===== src/rtl/ebma_pkg.sv =====
// Summary of operation
// - Only one bus master at a time: core or granted external master.
// - External master reaches only the lowest 64M; higher addresses are unmapped.
// - Graphics DMA and external master alternate cycles when both want the bus.
// - Float address, data, strobe and direction before asserting grant.
// - External master drives controls; device acknowledges the end of each cycle.
// - Request may arrive mid-cycle or between cycles; grant once bus is free.
// - Drop returns bus to core; early drop holds grant until ack ends.
// - DRAM accesses and refresh go on regardless of bus owner.
// - Reads: capture target data, then drive it and acknowledge.
// - Chip-select reads capture on strobe-release edge; drive after turnaround hold.
// - Read data valid while acknowledge asserted; master then drops strobe.
// - Writes pass data straight to target; acknowledge after target completes.
// - Unmapped access: acknowledge at once, hold until address strobe drops.
// - Unmapped access sets illegal-address flag and posts a level 7 event.
// - Illegal-address flag clears only by software writing a one.
package ebma_pkg;

    localparam int         ADDR_W         = 25;
    localparam int         DATA_W         = 16;
    localparam int         REACH_MSB      = 25;
    localparam int         CLK_PERIOD_NS  = 4;
    localparam int         TURN_HOLD_NS   = 10;
    localparam int         TURN_CYC       = (TURN_HOLD_NS + CLK_PERIOD_NS - 1) / CLK_PERIOD_NS;
    localparam logic [2:0] EVENT_LEVEL    = 3'h7;
    localparam logic [1:0] TGT_NONE       = 2'h0;
    localparam logic [1:0] TGT_DRAM       = 2'h1;
    localparam logic [1:0] TGT_CHIPSEL    = 2'h2;
    localparam logic [1:0] TGT_REG        = 2'h3;

    typedef enum logic [2:0] {
        ST_CORE    = 3'h0,
        ST_FLOAT   = 3'h1,
        ST_GRANTED = 3'h2,
        ST_ACCESS  = 3'h3,
        ST_TURN    = 3'h4,
        ST_ACK     = 3'h5
    } ebma_state_type;

endpackage


===== src/rtl/ebma_xfer_if.sv =====
`timescale 1ns/1ns
interface ebma_xfer_if;
    logic                           start;
    logic                           write;
    logic [1:0]                     target;
    logic                           done;
    logic [ebma_pkg::DATA_W-1:0]    rdata;
    logic                           cs_strobe_release;
    logic                           turn_done;
    logic                           turn_start;
    modport arb  (output start, output write, output target, output turn_start,
                  input done, input rdata, input cs_strobe_release, input turn_done);
    modport path (input start, input write, input target, input turn_start,
                  output done, output rdata, output cs_strobe_release, output turn_done);
endinterface


===== src/rtl/ebma_arbiter.sv =====
`timescale 1ns/1ns
module ebma_arbiter (
    input  wire logic                           clk,
    input  wire logic                           rst,
    input  wire logic                           bus_request_n,
    input  wire logic                           addr_strobe_n,
    input  wire logic                           rw_n,
    input  wire logic [ebma_pkg::ADDR_W-1:0]    ext_addr,
    input  wire logic [ebma_pkg::DATA_W-1:0]    ext_data_in,
    input  wire logic                           core_cycle_busy,
    input  wire logic                           graphics_dma_engine_request,
    input  wire logic                           dram_hit,
    input  wire logic                           chipsel_hit,
    input  wire logic                           reg_hit,
    input  wire logic                           tgt_done,
    input  wire logic                           cs_rd_release,
    input  wire logic [ebma_pkg::DATA_W-1:0]    tgt_rdata,
    input  wire logic                           sw_clear_illegal,
    output logic                                bus_grant_n,
    output logic                                ext_transfer_ack_n,
    output logic                                bus_float,
    output logic                                core_owns_bus,
    output logic                                graphics_dma_engine_grant,
    output logic [ebma_pkg::DATA_W-1:0]         ext_data_out,
    output logic                                ext_data_oe,
    output logic                                tgt_start,
    output logic                                tgt_write,
    output logic [1:0]                          tgt_select,
    output logic [ebma_pkg::DATA_W-1:0]         tgt_wdata,
    output logic                                ext_illegal_addr_flag,
    output logic [2:0]                          event_level
);
    ebma_xfer_if xf ();

    ebma_turn_timer u_turn (
        .clk           (clk),
        .rst           (rst),
        .xf            (xf),
        .tgt_done      (tgt_done),
        .cs_rd_release (cs_rd_release),
        .tgt_rdata     (tgt_rdata)
    );

    // pin synchronisers
    logic [1:0] br_sync_ff;
    logic [1:0] as_sync_ff;
    logic [1:0] rw_sync_ff;
    always_ff @(posedge clk) begin
        if (rst) begin
            br_sync_ff <= 2'h0;
            as_sync_ff <= 2'h0;
            rw_sync_ff <= 2'h0;
        end else begin
            br_sync_ff <= {br_sync_ff[0], ~bus_request_n};
            as_sync_ff <= {as_sync_ff[0], ~addr_strobe_n};
            rw_sync_ff <= {rw_sync_ff[0], rw_n};
        end
    end
    logic br_req;
    logic as_act;
    logic rw_rd;
    assign br_req = br_sync_ff[1];
    assign as_act = as_sync_ff[1];
    assign rw_rd  = rw_sync_ff[1];

    // address sampled only once strobe is synchronised; master holds it stable
    logic [1:0] decode;
    always_comb begin
        decode = ebma_pkg::TGT_NONE;
        // a 25-bit word address spans exactly the lowest 64M
        if (reg_hit) begin
            decode = ebma_pkg::TGT_REG;
        end else if (chipsel_hit) begin
            decode = ebma_pkg::TGT_CHIPSEL;
        end else if (dram_hit) begin
            decode = ebma_pkg::TGT_DRAM;
        end
    end

    ebma_pkg::ebma_state_type state_ff;
    ebma_pkg::ebma_state_type nxt_state;
    logic                     illegal_ff;
    logic                     turn_ff;
    logic                     graphics_dma_engine_last_ff;
    logic                     as_seen_ff;

    wire start_cycle = (state_ff == ebma_pkg::ST_GRANTED) && as_act && !as_seen_ff && !(graphics_dma_engine_request && !graphics_dma_engine_last_ff);

    always_comb begin
        nxt_state = state_ff;
        case (state_ff)
            ebma_pkg::ST_CORE: begin
                if (br_req && !core_cycle_busy) begin
                    nxt_state = ebma_pkg::ST_FLOAT;
                end
            end
            ebma_pkg::ST_FLOAT: begin
                nxt_state = ebma_pkg::ST_GRANTED;
            end
            ebma_pkg::ST_GRANTED: begin
                if (!br_req && !as_act) begin
                    nxt_state = ebma_pkg::ST_CORE;
                end else if (start_cycle) begin
                    nxt_state = (decode == ebma_pkg::TGT_NONE) ? ebma_pkg::ST_ACK : ebma_pkg::ST_ACCESS;
                end
            end
            ebma_pkg::ST_ACCESS: begin
                if (xf.done) begin
                    nxt_state = (!rw_rd) ? ebma_pkg::ST_ACK : ebma_pkg::ST_TURN;
                end
            end
            ebma_pkg::ST_TURN: begin
                if (xf.turn_done) begin
                    nxt_state = ebma_pkg::ST_ACK;
                end
            end
            ebma_pkg::ST_ACK: begin
                if (!as_act) begin
                    nxt_state = ebma_pkg::ST_GRANTED;
                end
            end
            default: nxt_state = ebma_pkg::ST_CORE;
        endcase
    end

    always_ff @(posedge clk) begin
        if (rst) begin
            state_ff <= ebma_pkg::ST_CORE;
        end else begin
            state_ff <= nxt_state;
        end
    end

    // a strobe already active when a cycle ends must drop before the next
    always_ff @(posedge clk) begin
        if (rst) begin
            as_seen_ff <= 1'b0;
        end else if (start_cycle) begin
            as_seen_ff <= 1'b1;
        end else if (!as_act) begin
            as_seen_ff <= 1'b0;
        end
    end

    // alternate turns with graphics dma
    always_ff @(posedge clk) begin
        if (rst) begin
            graphics_dma_engine_last_ff <= 1'b0;
            graphics_dma_engine_grant   <= 1'b0;
        end else begin
            graphics_dma_engine_grant <= graphics_dma_engine_request && (state_ff == ebma_pkg::ST_GRANTED) && !start_cycle;
            if (start_cycle) begin
                graphics_dma_engine_last_ff <= 1'b0;
            end else if (graphics_dma_engine_grant) begin
                graphics_dma_engine_last_ff <= 1'b1;
            end
        end
    end

    // bus ownership pins
    always_ff @(posedge clk) begin
        if (rst) begin
            bus_grant_n   <= 1'b1;
            bus_float     <= 1'b0;
            core_owns_bus <= 1'b1;
        end else begin
            bus_float     <= (nxt_state != ebma_pkg::ST_CORE);
            core_owns_bus <= (nxt_state == ebma_pkg::ST_CORE);
            bus_grant_n   <= !((nxt_state != ebma_pkg::ST_CORE) && (state_ff != ebma_pkg::ST_CORE));
        end
    end

    // target access control; dram runs from its own controller regardless
    always_ff @(posedge clk) begin
        if (rst) begin
            tgt_start  <= 1'b0;
            tgt_write  <= 1'b0;
            tgt_select <= 2'h0;
            tgt_wdata  <= 16'h0000;
        end else begin
            tgt_start <= start_cycle && (decode != ebma_pkg::TGT_NONE);
            if (start_cycle) begin
                tgt_write  <= !rw_rd;
                tgt_select <= decode;
                tgt_wdata  <= ext_data_in;
            end
        end
    end

    assign xf.start      = tgt_start;
    assign xf.write      = tgt_write;
    assign xf.target     = tgt_select;
    assign xf.turn_start = (state_ff == ebma_pkg::ST_ACCESS) && xf.done && rw_rd;

    // acknowledge and read data drive
    always_ff @(posedge clk) begin
        if (rst) begin
            ext_transfer_ack_n <= 1'b1;
            ext_data_oe        <= 1'b0;
            ext_data_out       <= 16'h0000;
            turn_ff            <= 1'b0;
        end else begin
            ext_transfer_ack_n <= !(nxt_state == ebma_pkg::ST_ACK);
            turn_ff            <= (nxt_state == ebma_pkg::ST_ACK) && (state_ff == ebma_pkg::ST_TURN);
            if ((nxt_state == ebma_pkg::ST_ACK) && (state_ff == ebma_pkg::ST_TURN)) begin
                ext_data_oe  <= 1'b1;
                ext_data_out <= xf.rdata;
            end else if (nxt_state != ebma_pkg::ST_ACK) begin
                ext_data_oe  <= 1'b0;
            end
        end
    end

    // illegal access flag, set wins over clear
    always_ff @(posedge clk) begin
        if (rst) begin
            illegal_ff            <= 1'b0;
            ext_illegal_addr_flag <= 1'b0;
            event_level           <= 3'h0;
        end else begin
            if (start_cycle && decode == ebma_pkg::TGT_NONE) begin
                illegal_ff <= 1'b1;
            end else if (sw_clear_illegal) begin
                illegal_ff <= 1'b0;
            end
            ext_illegal_addr_flag <= illegal_ff;
            event_level           <= illegal_ff ? ebma_pkg::EVENT_LEVEL : 3'h0;
        end
    end

    // protocol checks
    AST_ONE_MASTER: assert property (@(posedge clk) disable iff (rst)
        !(core_owns_bus && !bus_grant_n))
        else $error("core and external both own bus");

    AST_FLOAT_FIRST: assert property (@(posedge clk) disable iff (rst)
        $fell(bus_grant_n) |-> $past(bus_float))
        else $error("grant before float");

    AST_RESET_STATE: assert property (@(posedge clk)
        $past(rst) |-> bus_grant_n && core_owns_bus)
        else $error("bad reset state");

    AST_ACK_HOLD: assert property (@(posedge clk) disable iff (rst)
        (!ext_transfer_ack_n && as_act)
        |=> !ext_transfer_ack_n)
        else $error("ack dropped early");

    AST_GRANT_OVER_ACK: assert property (@(posedge clk) disable iff (rst)
        !ext_transfer_ack_n |-> !bus_grant_n)
        else $error("grant lost during ack");

    AST_ILLEGAL_ACK: assert property (@(posedge clk) disable iff (rst)
        (start_cycle && decode == ebma_pkg::TGT_NONE)
        |=> ##1 !ext_transfer_ack_n)
        else $error("unmapped not acked");

    AST_ILLEGAL_FLAG: assert property (@(posedge clk) disable iff (rst)
        (start_cycle && decode == ebma_pkg::TGT_NONE)
        |=> ##1 event_level == 3'h7)
        else $error("no level 7 event");

    AST_CLEAR_ONLY_SW: assert property (@(posedge clk) disable iff (rst)
        $fell(illegal_ff) |-> $past(sw_clear_illegal))
        else $error("flag cleared without write");

    AST_WRITE_AFTER_DONE: assert property (@(posedge clk) disable iff (rst)
        ($fell(ext_transfer_ack_n) && tgt_write && $past(state_ff) == ebma_pkg::ST_ACCESS)
        |-> $past(tgt_done))
        else $error("write ack before target done");

    AST_READ_DATA_DRIVEN: assert property (@(posedge clk) disable iff (rst)
        ($fell(ext_transfer_ack_n) && turn_ff)
        |-> ext_data_oe)
        else $error("read ack without data");

    AST_GRAPHICS_DMA_ENGINE_TURN: assert property (@(posedge clk) disable iff (rst)
        !(graphics_dma_engine_grant && tgt_start))
        else $error("graphics_dma_engine and external overlap");

    AST_TURN_WAIT: assert property (@(posedge clk) disable iff (rst)
        xf.turn_start
        |=> ext_transfer_ack_n [*3] ##1 !ext_transfer_ack_n)
        else $error("read data driven before turnaround");

    AST_UNMAPPED_NO_START: assert property (@(posedge clk) disable iff (rst)
        (start_cycle && decode == ebma_pkg::TGT_NONE) |=> !tgt_start)
        else $error("unmapped access reached a target");

    AST_FLAG_EVENT: assert property (@(posedge clk) disable iff (rst)
        ext_illegal_addr_flag |-> event_level == ebma_pkg::EVENT_LEVEL)
        else $error("flag without level 7 event");

    AST_CORE_STATE: assert property (@(posedge clk) disable iff (rst)
        core_owns_bus == (state_ff == ebma_pkg::ST_CORE))
        else $error("core ownership out of step");

    AST_OE_WITH_ACK: assert property (@(posedge clk) disable iff (rst)
        ext_data_oe |-> !ext_transfer_ack_n)
        else $error("data driven without ack");

    AST_WRITE_NO_DRIVE: assert property (@(posedge clk) disable iff (rst)
        (!ext_transfer_ack_n && tgt_write) |-> !ext_data_oe)
        else $error("data driven during write ack");

    AST_GRANT_FLOATED: assert property (@(posedge clk) disable iff (rst)
        !bus_grant_n |-> bus_float)
        else $error("grant while pins driven");
endmodule


===== src/rtl/ebma_turn_timer.sv =====
`timescale 1ns/1ns
module ebma_turn_timer (
    input  wire logic   clk,
    input  wire logic   rst,
    ebma_xfer_if.path   xf,
    input  wire logic   tgt_done,
    input  wire logic   cs_rd_release,
    input  wire logic [ebma_pkg::DATA_W-1:0] tgt_rdata
);
    logic [3:0]                     cnt_ff;
    logic [ebma_pkg::DATA_W-1:0]    rdata_ff;

    // capture the target word at the end of its access
    always_ff @(posedge clk) begin
        if (rst) begin
            rdata_ff <= 16'h0000;
        end else if (!xf.write && ((xf.target == ebma_pkg::TGT_CHIPSEL) ? cs_rd_release : tgt_done)) begin
            rdata_ff <= tgt_rdata;
        end
    end

    // turnaround hold before the device drives read data
    always_ff @(posedge clk) begin
        if (rst) begin
            cnt_ff <= 4'h0;
        end else if (xf.turn_start) begin
            cnt_ff <= 4'(ebma_pkg::TURN_CYC);
        end else if (cnt_ff != 4'h0) begin
            cnt_ff <= cnt_ff - 4'h1;
        end
    end

    assign xf.done              = tgt_done;
    assign xf.rdata             = rdata_ff;
    assign xf.cs_strobe_release = cs_rd_release;
    assign xf.turn_done         = (cnt_ff == 4'h1);
endmodule


===== config.mk =====
export PLATFORM = sky130hd
export DESIGN_NAME = ebma_arbiter
export DESIGN_NICKNAME = d
export VERILOG_FILES = /design/src/rtl/ebma_pkg.sv /design/src/rtl/ebma_xfer_if.sv /design/src/rtl/ebma_arbiter.sv /design/src/rtl/ebma_turn_timer.sv
export SDC_FILE = /design/constraint.sdc
export NUM_CORES = 1
export LEC_CHECK = 0
export BUFFER_PORTS_ARGS = -buffer_cell sky130_fd_sc_hd__buf_2
export CORE_MARGIN = 1
export CORE_UTILIZATION = 47
export DETAILED_ROUTE_END_ITERATION = 16
export GPL_TIMING_DRIVEN = 0
export PLACE_DENSITY = 0.83
export SYNTH_ARGS = -nofsm -noshare
export SYNTH_HDL_FRONTEND = slang
export SYNTH_SLANG_ARGS = --single-unit

===== constraint.sdc =====
create_clock -name clk -period 2.4 [get_ports clk]
set_clock_uncertainty 0.2 [all_clocks]
set_input_delay 0.12 -clock clk [delete_from_list [all_inputs] [get_ports clk]]
set_output_delay 0.12 -clock clk [all_outputs]
set_load 0.05 [all_outputs]

======== Yosys cells after proc, flatten, opt, wreduce, memory -nomap -nowiden ========
Index checks and enable logic that the tools add are counted.
operators by class
  add/sub/neg operators ................... 1
  multiply operators ...................... 0
  divide/modulo/power cells ............... 0
  $lt $le $gt $ge ......................... 0
  equal/unequal tests ..................... 10
  shift operators ......................... 0
  mux-type cells .......................... 22
  bitwise logic cells ..................... 2
  reductions and logical operators ........ 38
operators by type and width
  kind                                                                count
  3-bit 2-to-1 mux                                                    8
  3-bit case mux with 6 select lines                                  1
  1-bit logical AND                                                   15
  1-bit logical NOT                                                   11
  3-bit == test, second input constant                                3
  1-bit 2-to-1 mux                                                    9
  2-bit 2-to-1 mux                                                    4
  2-bit nonzero test                                                  4
  3-bit by 2-bit == test with 1-bit output, second input constant     2
  3-bit logical NOT                                                   2
  3-bit nonzero test                                                  2
  4-bit by 1-bit == test with 1-bit output, second input constant     1
  4-bit nonzero test                                                  1
  2-bit OR reduction                                                  2
  4-bit by 1-bit subtractor with 4-bit output, second input constant  1
  3-bit by 1-bit == test with 1-bit output, second input constant     1
  3-bit != test, second input constant                                1
  2-bit == test, second input constant                                1
  2-bit logical NOT                                                   1
  2-bit by 1-bit != test with 1-bit output, second input constant     1
  1-bit NOT                                                           2
storage, ports and cells
  bits in registers ....................... 78
  bits in latches ......................... 0
  memory bits (writable) .................. 0
  bits in read-only memories .............. 0
  bits of input ports ..................... 70
  output and inout port bits .............. 46
  word-level logic and storage cells ...... 96
  memories kept ........................... 0

======== Depth between registers and ports, before layout ========
Gate-level depths: netlist (run 1).
  word-level depth ........................ 11
  mapped depth ............................ 7
  mapped depth without buffers ............ 6

======== Modules after synthesis ========
A second synthesis (run 1) with hierarchy kept.
unflattened totals
  cells, all modules ...................... 324
  area, all modules ....................... 3163.0 µm²
modules (own cells, without submodules)
  module           instances  cells an instance  area an instance (µm²)  sequential area each (µm²)
  ebma_arbiter     1          229                2155.8                  1101.1
  ebma_turn_timer  1          95                 1007.2                  400.4

======== Least setup slack after synthesis (run 1) ========
No wires, ideal clock.
  kind .................................... register to register
  from .................................... register tgt_select[1]
  to ...................................... register u_turn.rdata_ff (netlist bit u_turn.xf.rdata[5])
  library setup time ...................... 0.070 ns
  data arrival time ....................... 1.724 ns
  data required time ...................... 2.130 ns
  path slack .............................. 0.405 ns
  stages on the path, launching flop included .. 6
  path buffers ............................ 1
  clock period less this slack ............ 1.995 ns
  path through ............................ dfxtp_1 > nor2b_1 > mux2i_1 > clkbuf_1 > o21ai_0 > a21oi_1
on the way
  word-level cells in the longest chain between the ends .. 3
ends and longest elaborated chain
  item                    line                   RTL
  start, declared         ebma_arbiter.sv:28     output logic [1:0] tgt_select,
  start signal, assigned  ebma_arbiter.sv:184    tgt_select <= decode;
  2-bit == test           ebma_turn_timer.sv:17  end else if (!xf.write && ((xf.target == ebma_pkg::TGT_CHIPSEL) ? cs_rd_release : tgt_done)) begin
  1-bit 2-to-1 mux        ebma_turn_timer.sv:17
  1-bit logical AND       ebma_turn_timer.sv:17
  end signal, assigned    ebma_turn_timer.sv:18  rdata_ff <= tgt_rdata;
  end, declared           ebma_turn_timer.sv:11  logic [ebma_pkg::DATA_W-1:0] rdata_ff;
No other way between the ends.
A chain may end at the register's enable or synchronous reset.

======== Final worst setup path (run 1) ========
  from .................................... register tgt_select[1]
  to ...................................... register u_turn.rdata_ff (netlist bit u_turn.xf.rdata[10])
Same word-level chain as after synthesis.

==> results of run 1 <==
-- layer usage --
metal  track usage, %  share of wire, %  vias up
met2            42.24                50       98
met3            5.057               5.7       23
met4            14.73               3.0        0
met1            28.63                42     1259
li1                 -                 -     1326
met5                0                 0        -
-- worst max-delay path, cell delays in order, from the launching register on --
cell and delay [ps]:
sky130_fd_sc_hd__dfxtp_1 350, sky130_fd_sc_hd__nor2b_1 270, sky130_fd_sc_hd__mux2i_1 520, sky130_fd_sc_hd__clkbuf_1 380
sky130_fd_sc_hd__o21ai_0 170, sky130_fd_sc_hd__a21oi_1 200
-- power breakdown --
| part | switching, mW | leakage (nW) | internal (mW) | total, mW |
|---|---|---|---|---|
| Combinational | 0.158 | 1.09 | 0.184 | 0.342 |
| Sequential | 0.0428 | 0.610 | 1.30 | 1.34 |
| Clock | 0.436 | 0.0953 | 0.451 | 0.887 |
-- cells in the final DEF, fill, tap and decap left out, types with 5 or more instances in the layout --
| cell | n |
|---|---|
| sky130_fd_sc_hd__dfxtp_1 | 75 |
| sky130_fd_sc_hd__a21oi_1 | 39 |
| sky130_fd_sc_hd__o21ai_0 | 20 |
| sky130_fd_sc_hd__mux2i_1 | 17 |
| sky130_fd_sc_hd__inv_1 | 5 |
| sky130_fd_sc_hd__nor3_1 | 5 |
| sky130_fd_sc_hd__dlygate4sd3_1 | 42 |
| sky130_fd_sc_hd__nand3_1 | 17 |
| sky130_fd_sc_hd__nor2_1 | 27 |
| sky130_fd_sc_hd__clkbuf_1 | 10 |
| sky130_fd_sc_hd__clkbuf_8 | 12 |
| sky130_fd_sc_hd__buf_2 | 93 |
| sky130_fd_sc_hd__nor2b_1 | 10 |
| sky130_fd_sc_hd__nand2_1 | 39 |
-- worst min-delay path by stage --
stage / startpoint / end / slack [ps] / cells after the start
2_1_floorplan: bus_request_n / br_sync_ff[0]$_SDFF_PP0_ / -10 / 1
3_3_place_gp: bus_request_n / br_sync_ff[0]$_SDFF_PP0_ / 70 / 2
3_5_place_dp: addr_strobe_n / as_sync_ff[0]$_SDFF_PP0_ / 80 / 2
4_1_cts: cs_rd_release / u_turn.xf.rdata[15]$_SDFFE_PP0P_ / 150 / 4
5_1_grt: cs_rd_release / u_turn.xf.rdata[1]$_SDFFE_PP0P_ / 180 / 4
6_report: cs_rd_release / u_turn.xf.rdata[15]$_SDFFE_PP0P_ / 140 / 4
-- area by class of cell --
class                           count  share of cell area (%)
Tap cell                           72                   2.284
Clock inverter                      2                  0.2538
Multi-Input combinational cell    207                   30.17
Timing Repair Buffer              131                   21.95
Clock buffer                       13                   4.283
Sequential cell                    75                   38.07
Inverter                            5                  0.4759
Buffer                             20                   2.506
-- cell families after synthesis --
kind of cell	after synthesis
and+or+nand+nor	115
DFF	75
AOI/OAI and AO/OA	68
buffers and inverters	25
muxes	18
xor gates and xnor gates	3
adders and majority gates	3
-- flip-flops by register name, indices dropped and copies added, names as in the netlist, 3 cells and up --
signal and count:
u_turn.xf.rdata 16, tgt_wdata 16, ext_data_out 16, state_ff 3, u_turn.cnt_ff 4
-- through the flow --
step / hold WS [ps] / worst slack (ps) / util, %
after floorplan: -13.31 / 405.4 / -
after global placement: 73.44 / 353.5 / 59.28
after detailed placement: 78.05 / 329.4 / 59.28
after CTS: 145.6 / 300.3 / 69.90
after global routing: 183.3 / 147.6 / 69.90
final: 142.4 / 222.1 / 69.90
==> out/qor_table.md, run 1 <==
| Stage | Metric | This run |
|:---|:---|:---|
| global routing | Global-route wire length before repair | 11960 um |
| clock tree | Number of resized instances in the post-cts repair step | 0 |
| timing | Highest clock frequency the design can meet | 459.1 MHz |
| job | Number of maximum-capacitance violations | 0 |
| critical path | Last element of the critical path | u_turn.xf.rdata[10]$_SDFFE_PP0P_ |
| power and ir drop | Tot Pwr | 2.570 mW |
| timing | Relative max-transition margin | 55.46% |
| power and ir drop | Static Leakage | 1.795 nW |
| timing | Unrepaired setup endpoints after global routing | no |
| synthesis | Mux share of post-synthesis cell area | 6.459% |
| timing | Setup-failing EPs final | 0 |
| synthesis | Main combinational cell family by area after synthesis | simple AND/OR/NAND/NOR gates |
| critical path | CP Capture Type | flop |
| critical path | CP Data Arrival Time | 2250 ps |
| timing | Final cycle utilization of the critical path | 90.75% |
| timing | Slew of the pin with the lowest slew margin | 664.1 ps |
| power and ir drop | Peak VDD IR | 0.3785 mV |
| synthesis | Fraction of the yosys area taken by sequential cells | 53.45% |
| placed design | Total placed instance area | 3344 sq um |
| critical path | Flop-to-flop setup slack | 220 ps |
| placed design | Cells after DPL | 468 |
| synthesis | Mapped Cells | 307 |
| timing | Setup TNS | 0 ps |
| clock tree | Clock sink total | 75 |
| die | Total core area | 5642 sq um |
| cells and area | Area used by multi-input combinational logic | 1190 sq um |
| global routing | Number of global-route vias before repair | 2684 |
| die | FP Rows | 27 |
| route | Residual antenna-violating net count after detailed routing | 0 |
| synthesis | Number of synthesized flops with an enable pin | 0 |
| critical path | Crit Reg-Reg Startpoint | tgt_select[1]$_SDFFE_PP0P_ |
| hold path | Worst hold path class | in2reg |
| die | Initial core utilization | 49.79% |
| synthesis | Top cells by count, synth | sky130_fd_sc_hd__dfxtp_1, sky130_fd_sc_hd__a21oi_1, sky130_fd_sc_hd__nand2_1 |
| synthesis | Most instantiated flip-flop cell in the synthesis netlist | sky130_fd_sc_hd__dfxtp_1 |
| die | Die width | 79.31 um |
| global routing | GR Overflow Total | 0 |
| placed design | Port-buffer cells | 89 |
| synthesis | Area fraction in and, or, nand and nor cells after synthesis | 20.04% |
| die | Top-level I/O count | 116 |
| cells and area | Post-synthesis to final-layout area growth | 40.40% |
| synthesis | Flop and latch count out of synthesis | 75 |
| synthesis | Top-area cell type share of the netlist area | 53.45% |
| timing | Hold Vio Cnt, Final | 0 |
| cells and area | Antenna diode count | 0 |
| power and ir drop | Pwr per Cell Area | 651.6 nW/um^2 |
| placed design | DPL Wire Length | 4538 um |
| clock tree | CTS HTree Levels | 3 |
| synthesis | Number of synthesis warnings | 0 |
| route | Vias/cell | 5.154 |
| cells and area | Fraction of final layout cells with drive strength greater than 1 | 26.49% |
| critical path | Kind of start point of the critical path | flop |
| cells and area | Layout filler cell count | 424 |
| critical path | Crit path required time | 2470 ps |
| clock tree | Insertion delay to the later sink of the worst-skew pair | 350 ps |
| global routing | Total global routing track utilization | 24.83% |
| synthesis | Net count after synthesis | 380 |
| clock tree | Clock tree from TritonCTS | done |
| critical path | Path type of the worst setup path | reg2reg |
| route | Sum of routed wire length over all layers | 7406 um |
| clock tree | Root buffer cell | sky130_fd_sc_hd__clkbuf_8 |
| route | Final routed wire length divided by cell count | 14.11 um |
| route | DRC | 0 |
| die | Y dimension of the die | 79.31 um |
| critical path | FF-to-FF End | u_turn.xf.rdata[10]$_SDFFE_PP0P_ |
| critical path | Largest fanout on the critical path | 10 |
| placed design | Weighted congestion at the end of routability-driven global placement | 0.7687 |
| clock tree | Deepest clock path buffer count | 2 |
| critical path | Register-to-Register Path Depth | 5 |
| critical path | Origin of the worst setup path | tgt_select[1]$_SDFFE_PP0P_ |
| synthesis | Share of the synthesized netlist area taken by xor and xnor gates | 0.9354% |
| clock tree | Post-CTS setup buffer count | 0 |
| global routing | Number of antenna violations at the first check in global routing | 0 |
| route | Detailed Routing Iterations Pass 1 | 4 |
| clock tree | Inserted Clock Buffers | 9 |
| run status | Run status | finished clean |
| route | 1st-iter DRT viols | 157 |
| global routing | Maximum number of pins on one net before global-route repair | 12 |
| timing | Shortest clock period the worst path allows after layout | 2178 ps |
| clock tree | Post-CTS clock slew at the launch and capture registers of the worst setup and hold paths | 70 ps |
| synthesis | Synth Area in Adders | 1.336% |
| synthesis | Cells taking the most area after synthesis | sky130_fd_sc_hd__dfxtp_1, sky130_fd_sc_hd__a21oi_1, sky130_fd_sc_hd__mux2i_1, sky130_fd_sc_hd__nand2_1, sky130_fd_sc_hd__nor2_1 |
| clock tree | Total of hold buffers inserted after clock tree synthesis | 42 |
| synthesis | Average instance area after synthesis | 9.150 sq um |
| synthesis | Most used standard cell by instance count after synthesis | sky130_fd_sc_hd__dfxtp_1 |
| cells and area | Final instance area | 3944 sq um |
| die | Die footprint | 6289 sq um |
| synthesis | Number of different library cells in the post-synthesis netlist | 37 |
| synthesis | Post-synth design cell area | 2809 sq um |
| synthesis | Largest area contributor in the synthesized netlist | sky130_fd_sc_hd__dfxtp_1 |
| synthesis | Synthesized-area fraction occupied by ao, oa, aoi and oai cells | 13.59% |
| route | Count of vias placed by the detailed router | 2706 |
| synthesis | Share of synthesized flip-flops with an asynchronous set or reset | 0% |
| timing | Max Slew Vio Count | 0 |
| cells and area | Layout net count | 522 |
| cells and area | Count of placed standard cells in the final layout, fillers left out | 525 |
| cells and area | Sequential cell area in the final layout | 1501 sq um |
Note: power is estimated with default switching activity, not from simulation.
==> inputs of run 2 (changes only) <==
--- a/config.mk
+++ b/config.mk
@@ -5,6 +5,7 @@
 export SDC_FILE = /design/constraint.sdc
 export NUM_CORES = 1
 export LEC_CHECK = 0
+export ABC_AREA = 1
 export BUFFER_PORTS_ARGS = -buffer_cell sky130_fd_sc_hd__buf_2
 export CORE_MARGIN = 1
 export CORE_UTILIZATION = 47
==> run 2 against run 1 <==
  * Synthesized cell count increased by 17%
  * Largest cell class unchanged
  * Clock-buffer cell count decreased by 4
  * Critical endpoint is now tgt_start$_SDFF_PP0_
  * Sequential cell count unchanged
  * Via count increased by 3.6%
  * Area after synthesis increased by 0.49%
  * Clock power decreased by 0.9%
  * Non-clock buffer count increased by 1
  * Utilization increased by 0.64 points
  * Worst hold slack got worse by 88 ps
  * First-iteration DRC count decreased by 24%
  * Maximum frequency increased by 7.2%
  * Combinational power increased by 5%
==> out/qor_table.md, run 2 <==
| Stage | Metric | This run | Change |
|:---|:---|:---|:---|
| run status | Run status | finished clean |  |
| critical path | CP Capture Type | flop |  |
| critical path | Slowest cell on the critical path | sky130_fd_sc_hd__dlygate4sd3_1 |  |
| die | Y dimension of the die | 79.50 um | +0.24% |
| synthesis | Most instantiated flip-flop cell in the synthesis netlist | sky130_fd_sc_hd__dfxtp_1 |  |
| placed design | Port-buffer cells | 90 | +1.1% |
| critical path | Crit Reg-Reg Startpoint | as_sync_ff[1]$_SDFF_PP0_ |  |
| global routing | Number of antenna violations at the first check in global routing | 0 | unchanged |
| critical path | Worst stage delay on the critical path | 570 ps | +50 ps |
| synthesis | Cells taking the most area after synthesis | sky130_fd_sc_hd__dfxtp_1, sky130_fd_sc_hd__nor2_1, sky130_fd_sc_hd__o21ai_0, sky130_fd_sc_hd__inv_1, sky130_fd_sc_hd__nand2_1 |  |
| timing | Highest clock frequency the design can meet | 492.3 MHz | +7.2% |
| critical path | Critical-path cell list | inv_1 > nor2_1 > nand2_1 > nor2_4 > inv_2 > buf_2 > nor3_1 > dlygate4sd3_1 |  |
| timing | Shortest clock period the worst path allows after layout | 2031 ps | -146.5 ps |
| timing | Hold Vio Cnt, Final | 0 | unchanged |
| critical path | Largest fanout on the critical path | 10 | unchanged |
| clock tree | Deepest clock path buffer count | 2 | unchanged |
| route | Vias/cell | 4.818 | -6.5% |
| synthesis | Flop and latch count out of synthesis | 75 | unchanged |
| route | Metal2 WL | 3595 um | -2.3% |
| synthesis | Share of synthesized flip-flops with an asynchronous set or reset | 0% | unchanged |
| synthesis | Top-area cell type share of the netlist area | 53.19% | -0.26 points |
| synthesis | Number of synthesis warnings | 0 | unchanged |
| synthesis | Mapped Cells | 360 | +17% |
| critical path | Path type of the worst setup path | reg2reg |  |
| timing | Relative max-transition margin | 67.84% | +12 points |
| die | Die footprint | 6319 sq um | +0.48% |
| synthesis | Net count after synthesis | 433 | +14% |
| route | DR WL met3 | 361 um | -15% |
| clock tree | Clock tree from TritonCTS | done |  |
| cells and area | Post-synthesis to final-layout area growth | 41.00% |  |
| critical path | Kind of start point of the critical path | flop |  |
| synthesis | Most used standard cell by instance count after synthesis | sky130_fd_sc_hd__nor2_1 |  |
| hold path | Capture endpoint of the worst hold path | illegal_ff$_SDFFE_PP0P_ |  |
| critical path | Flop-to-flop setup slack | 370 ps | +150 ps |
| synthesis | Largest area contributor in the synthesized netlist | sky130_fd_sc_hd__dfxtp_1 |  |
| die | Top-level I/O count | 116 | unchanged |
| timing | Slew of the pin with the lowest slew margin | 482.5 ps | -181.6 ps |
| placed design | DPL Wire Length | 4459 um | -1.7% |
| die | Total core area | 5642 sq um | unchanged |
| route | 1st-iter DRT viols | 120 | -24% |
| job | Number of maximum-capacitance violations | 0 | unchanged |
| cells and area | Layout net count | 578 | +11% |
| timing | Final cycle utilization of the critical path | 84.64% | -6.1 points |
| cells and area | Most common cell after layout, fill and taps aside | sky130_fd_sc_hd__nor2_1 |  |
| timing | Setup TNS | 0 ps | unchanged |
| power and ir drop | Static Leakage | 2.064 nW | +15% |
| route | Wire length on met1 | 3101 um | +0.71% |
| route | Detailed Routing Iterations Pass 1 | 4 | unchanged |
| power and ir drop | Pwr per Cell Area | 646.1 nW/um^2 | -0.86% |
| route | DRC | 0 | unchanged |
| global routing | Number of global-route vias before repair | 2794 | +4.1% |
| route | Highest metal layer with signal wires | met4 |  |
| synthesis | Number of different library cells in the post-synthesis netlist | 26 | -30% |
| die | Die width | 79.50 um | +0.24% |
| timing | Setup-failing EPs final | 0 | unchanged |
| critical path | Crit path required time | 2500 ps | +30 ps |
| clock tree | Post-CTS clock slew at the launch and capture registers of the worst setup and hold paths | 80 ps | about the same |
| power and ir drop | Tot Pwr | 2.571 mW | about the same |
| cells and area | Fraction of final layout cells with drive strength greater than 1 | 26.86% | +0.37 points |
| timing | Max Slew Vio Count | 0 | unchanged |
| synthesis | Average instance area after synthesis | 7.841 sq um | -14% |
| hold path | Worst hold path stage count | 6 | +2 |
| timing | Worst hold slack after final layout | 54.77 ps | -87.66 ps |
| route | Residual antenna-violating net count after detailed routing | 0 | unchanged |
| power and ir drop | Peak VDD IR | 0.5846 mV | +54% |
| die | Initial core utilization | 50.03% | +0.24 points |
| clock tree | Insertion delay to the later sink of the worst-skew pair | 350 ps | about the same |
| timing | Unrepaired setup endpoints after global routing | no |  |
| synthesis | Fraction of the yosys area taken by sequential cells | 53.19% | -0.26 points |
| critical path | Register-to-Register Path Depth | 8 | +3 |
| route | Sum of routed wire length over all layers | 7251 um | -2.1% |
| hold path | Worst Hold Launch | dram_hit |  |
| placed design | Cells after DPL | 522 | +12% |
| global routing | Maximum number of pins on one net before global-route repair | 15 | +3 |
| die | FP Rows | 27 | unchanged |
| critical path | CP Data Arrival Time | 2130 ps | -120 ps |
| global routing | Total global routing track utilization | 24.20% | -0.63 points |
| clock tree | Clock sink total | 75 | unchanged |
| clock tree | CTS HTree Levels | 3 | unchanged |
| clock tree | Inserted Clock Buffers | 9 | unchanged |
| placed design | Weighted congestion at the end of routability-driven global placement | 0.7842 | +2.0% |
| cells and area | Antenna diode count | 0 | unchanged |
| clock tree | Number of resized instances in the post-cts repair step | 0 | unchanged |
| route | Count of vias placed by the detailed router | 2804 | +3.6% |
| critical path | FF-to-FF End | tgt_start$_SDFF_PP0_ |  |
| global routing | GR Overflow Total | 0 | unchanged |
| synthesis | Post-synth design cell area | 2823 sq um | +0.49% |
| synthesis | Number of synthesized flops with an enable pin | 0 | unchanged |
| cells and area | Count of placed standard cells in the final layout, fillers left out | 582 | +11% |
| route | Final routed wire length divided by cell count | 12.46 um | -12% |
| global routing | Global-route wire length before repair | 11710 um | -2.1% |
| cells and area | Top library cells by usage in the layout, fill and taps aside | sky130_fd_sc_hd__nor2_1, sky130_fd_sc_hd__buf_2, sky130_fd_sc_hd__dfxtp_1 |  |
| clock tree | Root buffer cell | sky130_fd_sc_hd__clkbuf_8 |  |
| synthesis | Top cells by count, synth | sky130_fd_sc_hd__nor2_1, sky130_fd_sc_hd__dfxtp_1, sky130_fd_sc_hd__o21ai_0 |  |
| hold path | Worst hold path class | in2reg |  |
==> run 2: cell types whose count changed in the layout (fill, tap and decap cells not counted), sizes merged, moves of 3 or more <==
| cell | change |
|---|---|
| inv | +28 |
| nand3 | -10 |
| nor2b | -10 |
| nor2 | +101 |
| clkbuf | -7 |
| nand2b | -3 |
| nor3 | -5 |
| o21ai | +34 |
| a21oi | -32 |
| nand2 | -10 |
| nor3b | -3 |
| mux2i | -17 |
| clkinv | +3 |
==> run 2: worst max-delay path by stage <==
stage                                        from                                to
global route             as_sync_ff[1]$_SDFF_PP0_              tgt_start$_SDFF_PP0_
floorplan              tgt_select[0]$_SDFFE_PP0P_  u_turn.xf.rdata[10]$_SDFFE_PP0P_
global placement    u_turn.cnt_ff[1]$_SDFFE_PP0P_     ext_data_out[10]$_SDFFE_PP0P_
finish                   as_sync_ff[1]$_SDFF_PP0_              tgt_start$_SDFF_PP0_
CTS                      as_sync_ff[1]$_SDFF_PP0_              tgt_start$_SDFF_PP0_
detailed placement  u_turn.cnt_ff[1]$_SDFFE_PP0P_     ext_data_out[12]$_SDFFE_PP0P_
==> run 2: cell families (layout without fill, tap and decap cells) <==
kind of cell               after synthesis  after routing  share of synthesized area, %
AOI/OAI and AO/OA                       62             62                         11.04
adders and majority gates                3              3                         1.330
and+or+nand+nor                        167            167                         25.09
buffers and inverters                   50            200                         8.422
DFF                                     75             75                         53.19
xor gates and xnor gates                 3              3                        0.9310
==> run 2: stage by stage <==
step	worst slack, ps	area [sq um]	util, %
floorplan	615.4	2823	-
global placement	776.2	3363	59.61
detailed placement	741.2	3363	59.61
CTS	415.0	3980	70.55
global route	266.8	3980	70.55
finish	368.6	3980	70.55
==> run 2: layout make-up <==
cell class	count	area [sq um]
Fill cell	401	1662
Sequential cell	75	1501
Multi-Input combinational cell	235	1084
Timing Repair Buffer	134	890.9
Clock buffer	9	123.9
Inverter	32	122.6
Buffer	18	115.1
Tap cell	72	90.09
Clock inverter	7	52.55
==> run 2: layer usage <==
layer,up-vias,GRT usage (%)
li1,1402,-
met1,1286,25.66
met2,97,44.10
met3,19,4.343
met4,0,14.55
met5,-,0
==> run 2: power breakdown <==
part / total (mW) / switching, mW / internal, mW / leakage [nW]
combinational: 0.360 / 0.189 / 0.171 / 1.36
sequential: 1.33 / 0.0306 / 1.30 / 0.611
clock: 0.879 / 0.499 / 0.380 / 0.0896
==> run 2: critical path, delay by kind of cell, from the launching register on <==
family,cells,cell delay [ps]
and+or+nand+nor,4,500
buffers and inverters,4,880
DFF,1,400
==> run 2: timing repair <==
action	in CTS	in global routing
hold buffers	44	0
buffers inserted	0	0
hold endpoints to repair	41	0
==> inputs of run 3 (changes only) <==
--- a/config.mk
+++ b/config.mk
@@ -8,10 +8,10 @@
 export ABC_AREA = 1
 export BUFFER_PORTS_ARGS = -buffer_cell sky130_fd_sc_hd__buf_2
 export CORE_MARGIN = 1
-export CORE_UTILIZATION = 47
+export CORE_UTILIZATION = 43
 export DETAILED_ROUTE_END_ITERATION = 16
 export GPL_TIMING_DRIVEN = 0
-export PLACE_DENSITY = 0.83
+export PLACE_DENSITY = 0.8
 export SYNTH_ARGS = -nofsm -noshare
 export SYNTH_HDL_FRONTEND = slang
 export SYNTH_SLANG_ARGS = --single-unit
==> constraint.sdc (replaced) <==
create_clock -name clk -period 1.7 [get_ports clk]
set_clock_uncertainty 0.2 [all_clocks]
set_input_delay 0.085 -clock clk [delete_from_list [all_inputs] [get_ports clk]]
set_output_delay 0.085 -clock clk [all_outputs]
set_load 0.05 [all_outputs]
==> run 3 against run 2 <==
  * Power is 57% higher
  * Design area up 3.0%
  * Register-to-register slack got worse by 220 ps
  * Combinational power increased by 46%
  * Critical path type is now in2reg
  * Largest power group unchanged
==> out/qor_table.md, run 3 (synthesis gave the netlist of run 2 again) <==
| Stage | Metric | This run | Change |
|:---|:---|:---|:---|
| timing | Unrepaired setup endpoints after global routing | no |  |
| global routing | Total global routing track utilization | 22.07% | -2.1 points |
| route | Detailed Routing Iterations Pass 1 | 4 | unchanged |
| hold path | Worst hold path stage count | 7 | +1 |
| critical path | Path type of the worst setup path | in2reg |  |
| placed design | Cells after DPL | 527 | +0.96% |
| global routing | Number of global-route vias before repair | 2766 | -1.0% |
| hold path | Worst hold path class | in2reg |  |
| timing | Shortest clock period the worst path allows after layout | 1626 ps |  |
| timing | Relative max-transition margin | 68.06% | +0.23 points |
| global routing | GR Overflow Total | 0 | unchanged |
| route | Final routed wire length divided by cell count | 12.10 um | -2.9% |
| timing | Hold Vio Cnt, Final | 0 | unchanged |
| critical path | CP Capture Type | flop |  |
| critical path | Worst stage delay on the critical path | 550 ps | -20 ps |
| global routing | Maximum number of pins on one net before global-route repair | 14 | -1 |
| die | Initial core utilization | 44.45% | -5.6 points |
| critical path | Crit path required time | 1710 ps | -790 ps |
| die | Top-level I/O count | 116 | unchanged |
| clock tree | Post-CTS clock slew at the launch and capture registers of the worst setup and hold paths | 70 ps | about the same |
| critical path | Critical-path cell list | dlygate4sd3_1 > buf_2 > inv_1 > nor2_1 > dlygate4sd3_1 > o21ai_1 > a21oi_1 |  |
| power and ir drop | Fraction of power consumed by combinational cells | 12.9% | -1.1 points |
| route | Sum of routed wire length over all layers | 7150 um | -1.4% |
| route | Count of vias placed by the detailed router | 2798 | -0.21% |
| route | Vias/cell | 4.734 | -1.7% |
| die | Y dimension of the die | 83.02 um | +4.4% |
| placed design | DPL Wire Length | 4343 um | -2.6% |
| critical path | Critical Path Most Common Cell | sky130_fd_sc_hd__dlygate4sd3_1 |  |
| cells and area | Top library cells by usage in the layout, fill and taps aside | sky130_fd_sc_hd__nor2_1, sky130_fd_sc_hd__buf_2, sky130_fd_sc_hd__dfxtp_1 |  |
| clock tree | CTS HTree Levels | 3 | unchanged |
| clock tree | Inserted Clock Buffers | 9 | unchanged |
| placed design | Weighted congestion at the end of routability-driven global placement | 0.8156 | +4.0% |
| route | 1st-iter DRT viols | 129 | +7.5% |
| timing | Setup-failing EPs final | 0 | unchanged |
| route | Residual antenna-violating net count after detailed routing | 0 | unchanged |
| critical path | Depth of the critical timing path with buffers and inverters included | 7 | -1 |
| clock tree | Clock sink total | 75 | unchanged |
| power and ir drop | Relative contribution of the clock network to total power | 40.5% | +6.3 points |
| timing | Final cycle utilization of the critical path | 95.65% |  |
| cells and area | Utilization of the core after routing | 64.59% | -6.0 points |
| critical path | Largest fanout on the critical path | 2 | -8 |
| cells and area | Count of placed standard cells in the final layout, fillers left out | 591 | +1.5% |
| critical path | CP Data Arrival Time | 1630 ps | -500 ps |
| clock tree | Deepest clock path buffer count | 2 | unchanged |
| cells and area | Most common cell after layout, fill and taps aside | sky130_fd_sc_hd__nor2_1 |  |
| power and ir drop | P_sw | 0.9783 mW | +36% |
| clock tree | Clock tree from TritonCTS | done |  |
| global routing | Global-route wire length before repair | 12280 um | +4.9% |
| critical path | Kind of start point of the critical path | input pin |  |
| power and ir drop | Sequential power share | 46.5% | -5.3 points |
| run status | Run status | finished clean |  |
| cells and area | Fraction of final layout cells with drive strength greater than 1 | 28.99% | +2.1 points |
| clock tree | Root buffer cell | sky130_fd_sc_hd__clkbuf_8 |  |
| timing | Highest clock frequency the design can meet | 615.0 MHz |  |
| power and ir drop | Total internal power | 3.068 mW | +66% |
| power and ir drop | Pwr per Cell Area | 986.4 nW/um^2 | +53% |
| power and ir drop | Peak VDD IR | 0.7674 mV | +31% |
| cells and area | Post-synthesis to final-layout area growth | 45.30% |  |
| placed design | Place WS | 60.93 ps | -680.2 ps |
| die | FP Rows | 29 | +7.4% |
| die | Die footprint | 6892 sq um | +9.1% |
| global routing | Number of antenna violations at the first check in global routing | 0 | unchanged |
| timing | Slew of the pin with the lowest slew margin | 479.1 ps | -3.413 ps |
| die | Total core area | 6350 sq um | +13% |
| cells and area | Antenna diode count | 0 | unchanged |
| cells and area | Layout net count | 582 | +0.69% |
| critical path | Register-to-Register Path Depth | 8 | unchanged |
| route | DRC | 0 | unchanged |
| power and ir drop | Static Leakage | 2.117 nW | +2.6% |
| die | Die width | 83.02 um | +4.4% |
| timing | Max Slew Vio Count | 0 | unchanged |
| placed design | Port-buffer cells | 90 | unchanged |
| job | Number of maximum-capacitance violations | 0 | unchanged |
| power and ir drop | Fraction of power spent switching nets | 24.18% | -3.8 points |
| timing | Setup TNS | 0 ps | unchanged |
| critical path | Crit-path leading delay family | buffers and inverters |  |
| clock tree | Insertion delay to the later sink of the worst-skew pair | 340 ps | about the same |
| critical path | Slowest cell on the critical path | sky130_fd_sc_hd__dlygate4sd3_1 |  |
| timing | Minimum setup slack in the final design | 73.93 ps | -294.6 ps |
| critical path | Combined buffer and inverter count along the critical path | 4 | unchanged |
-- run 3: cell count changes in the layout (fill, tap and decap cells not counted), sizes merged --
cell      change
buf           +4
clkinv        -4
bufinv        +3
clkbuf        +1
clkinvlp      +1
inv           -1
-- run 3: per-layer routing --
metal,wire length (um),track usage (%),up-vias
met5,0,0,-
met4,153,8.307,0
met3,402,6.064,18
met2,3588,39.64,102
met1,3005,24.75,1261
li1,-,-,1417
-- run 3: worst paths after layout --
path	start	end	slack [ps]
setup reg to reg	as_sync_ff[1]$_SDFF_PP0_	tgt_wdata[13]$_SDFFE_PP0P_	150
hold reg to reg	br_sync_ff[0]$_SDFF_PP0_	br_sync_ff[1]$_SDFF_PP0_	210
setup / recovery	dram_hit	tgt_select[0]$_SDFFE_PP0P_	70
hold / removal	core_cycle_busy	ext_transfer_ack_n$_SDFF_PP1_	90
-- run 3: power groups by stage --
stage	Sequential, mW	Clock, mW	Combinational (mW)
2_1_floorplan	1.92	0	0.300
3_3_place_gp	1.92	0	0.406
3_5_place_dp	1.92	0	0.425
4_1_cts	1.88	1.68	0.506
5_1_grt	1.89	1.75	0.595
6_report	1.88	1.64	0.524
-- run 3: final cells by class --
cell class,count,area [sq um]
timing repair buffer,138,920.9
inverter,32,125.1
clock inverter,6,113.9
tap,77,96.34
fill,512,2248
sequential,75,1504
buffer,18,121.4
multi-input combinational,235,1092
clock buffer,10,127.6
-- run 3: worst min-delay path, stage by stage --
cell and delay, ps:
sky130_fd_sc_hd__buf_2 80, sky130_fd_sc_hd__inv_1 40, sky130_fd_sc_hd__nand2_1 50, sky130_fd_sc_hd__nor2_1 50, sky130_fd_sc_hd__nor2_2 100, sky130_fd_sc_hd__nand3_2 90, sky130_fd_sc_hd__nand3_1 90
-- run 3: timing repair --
action	4_1_cts	5_1_grt
gates resized for setup	0	13
hold buffers	44	0
hold endpoints to repair	42	0
endpoints found under the setup margin	0	26
buffers inserted	0	4
-- run 3: stage by stage --
step                      total power [mW]  area [sq um]  hold WS (ps)
final                                4.046          4101         86.32
after global routing                 4.237          4101         122.7
after CTS                            4.063          4054         69.54
after detailed placement             2.347          3372         38.53
after global placement               2.324          3372         37.03
after floorplan                      2.222          2825        -48.31
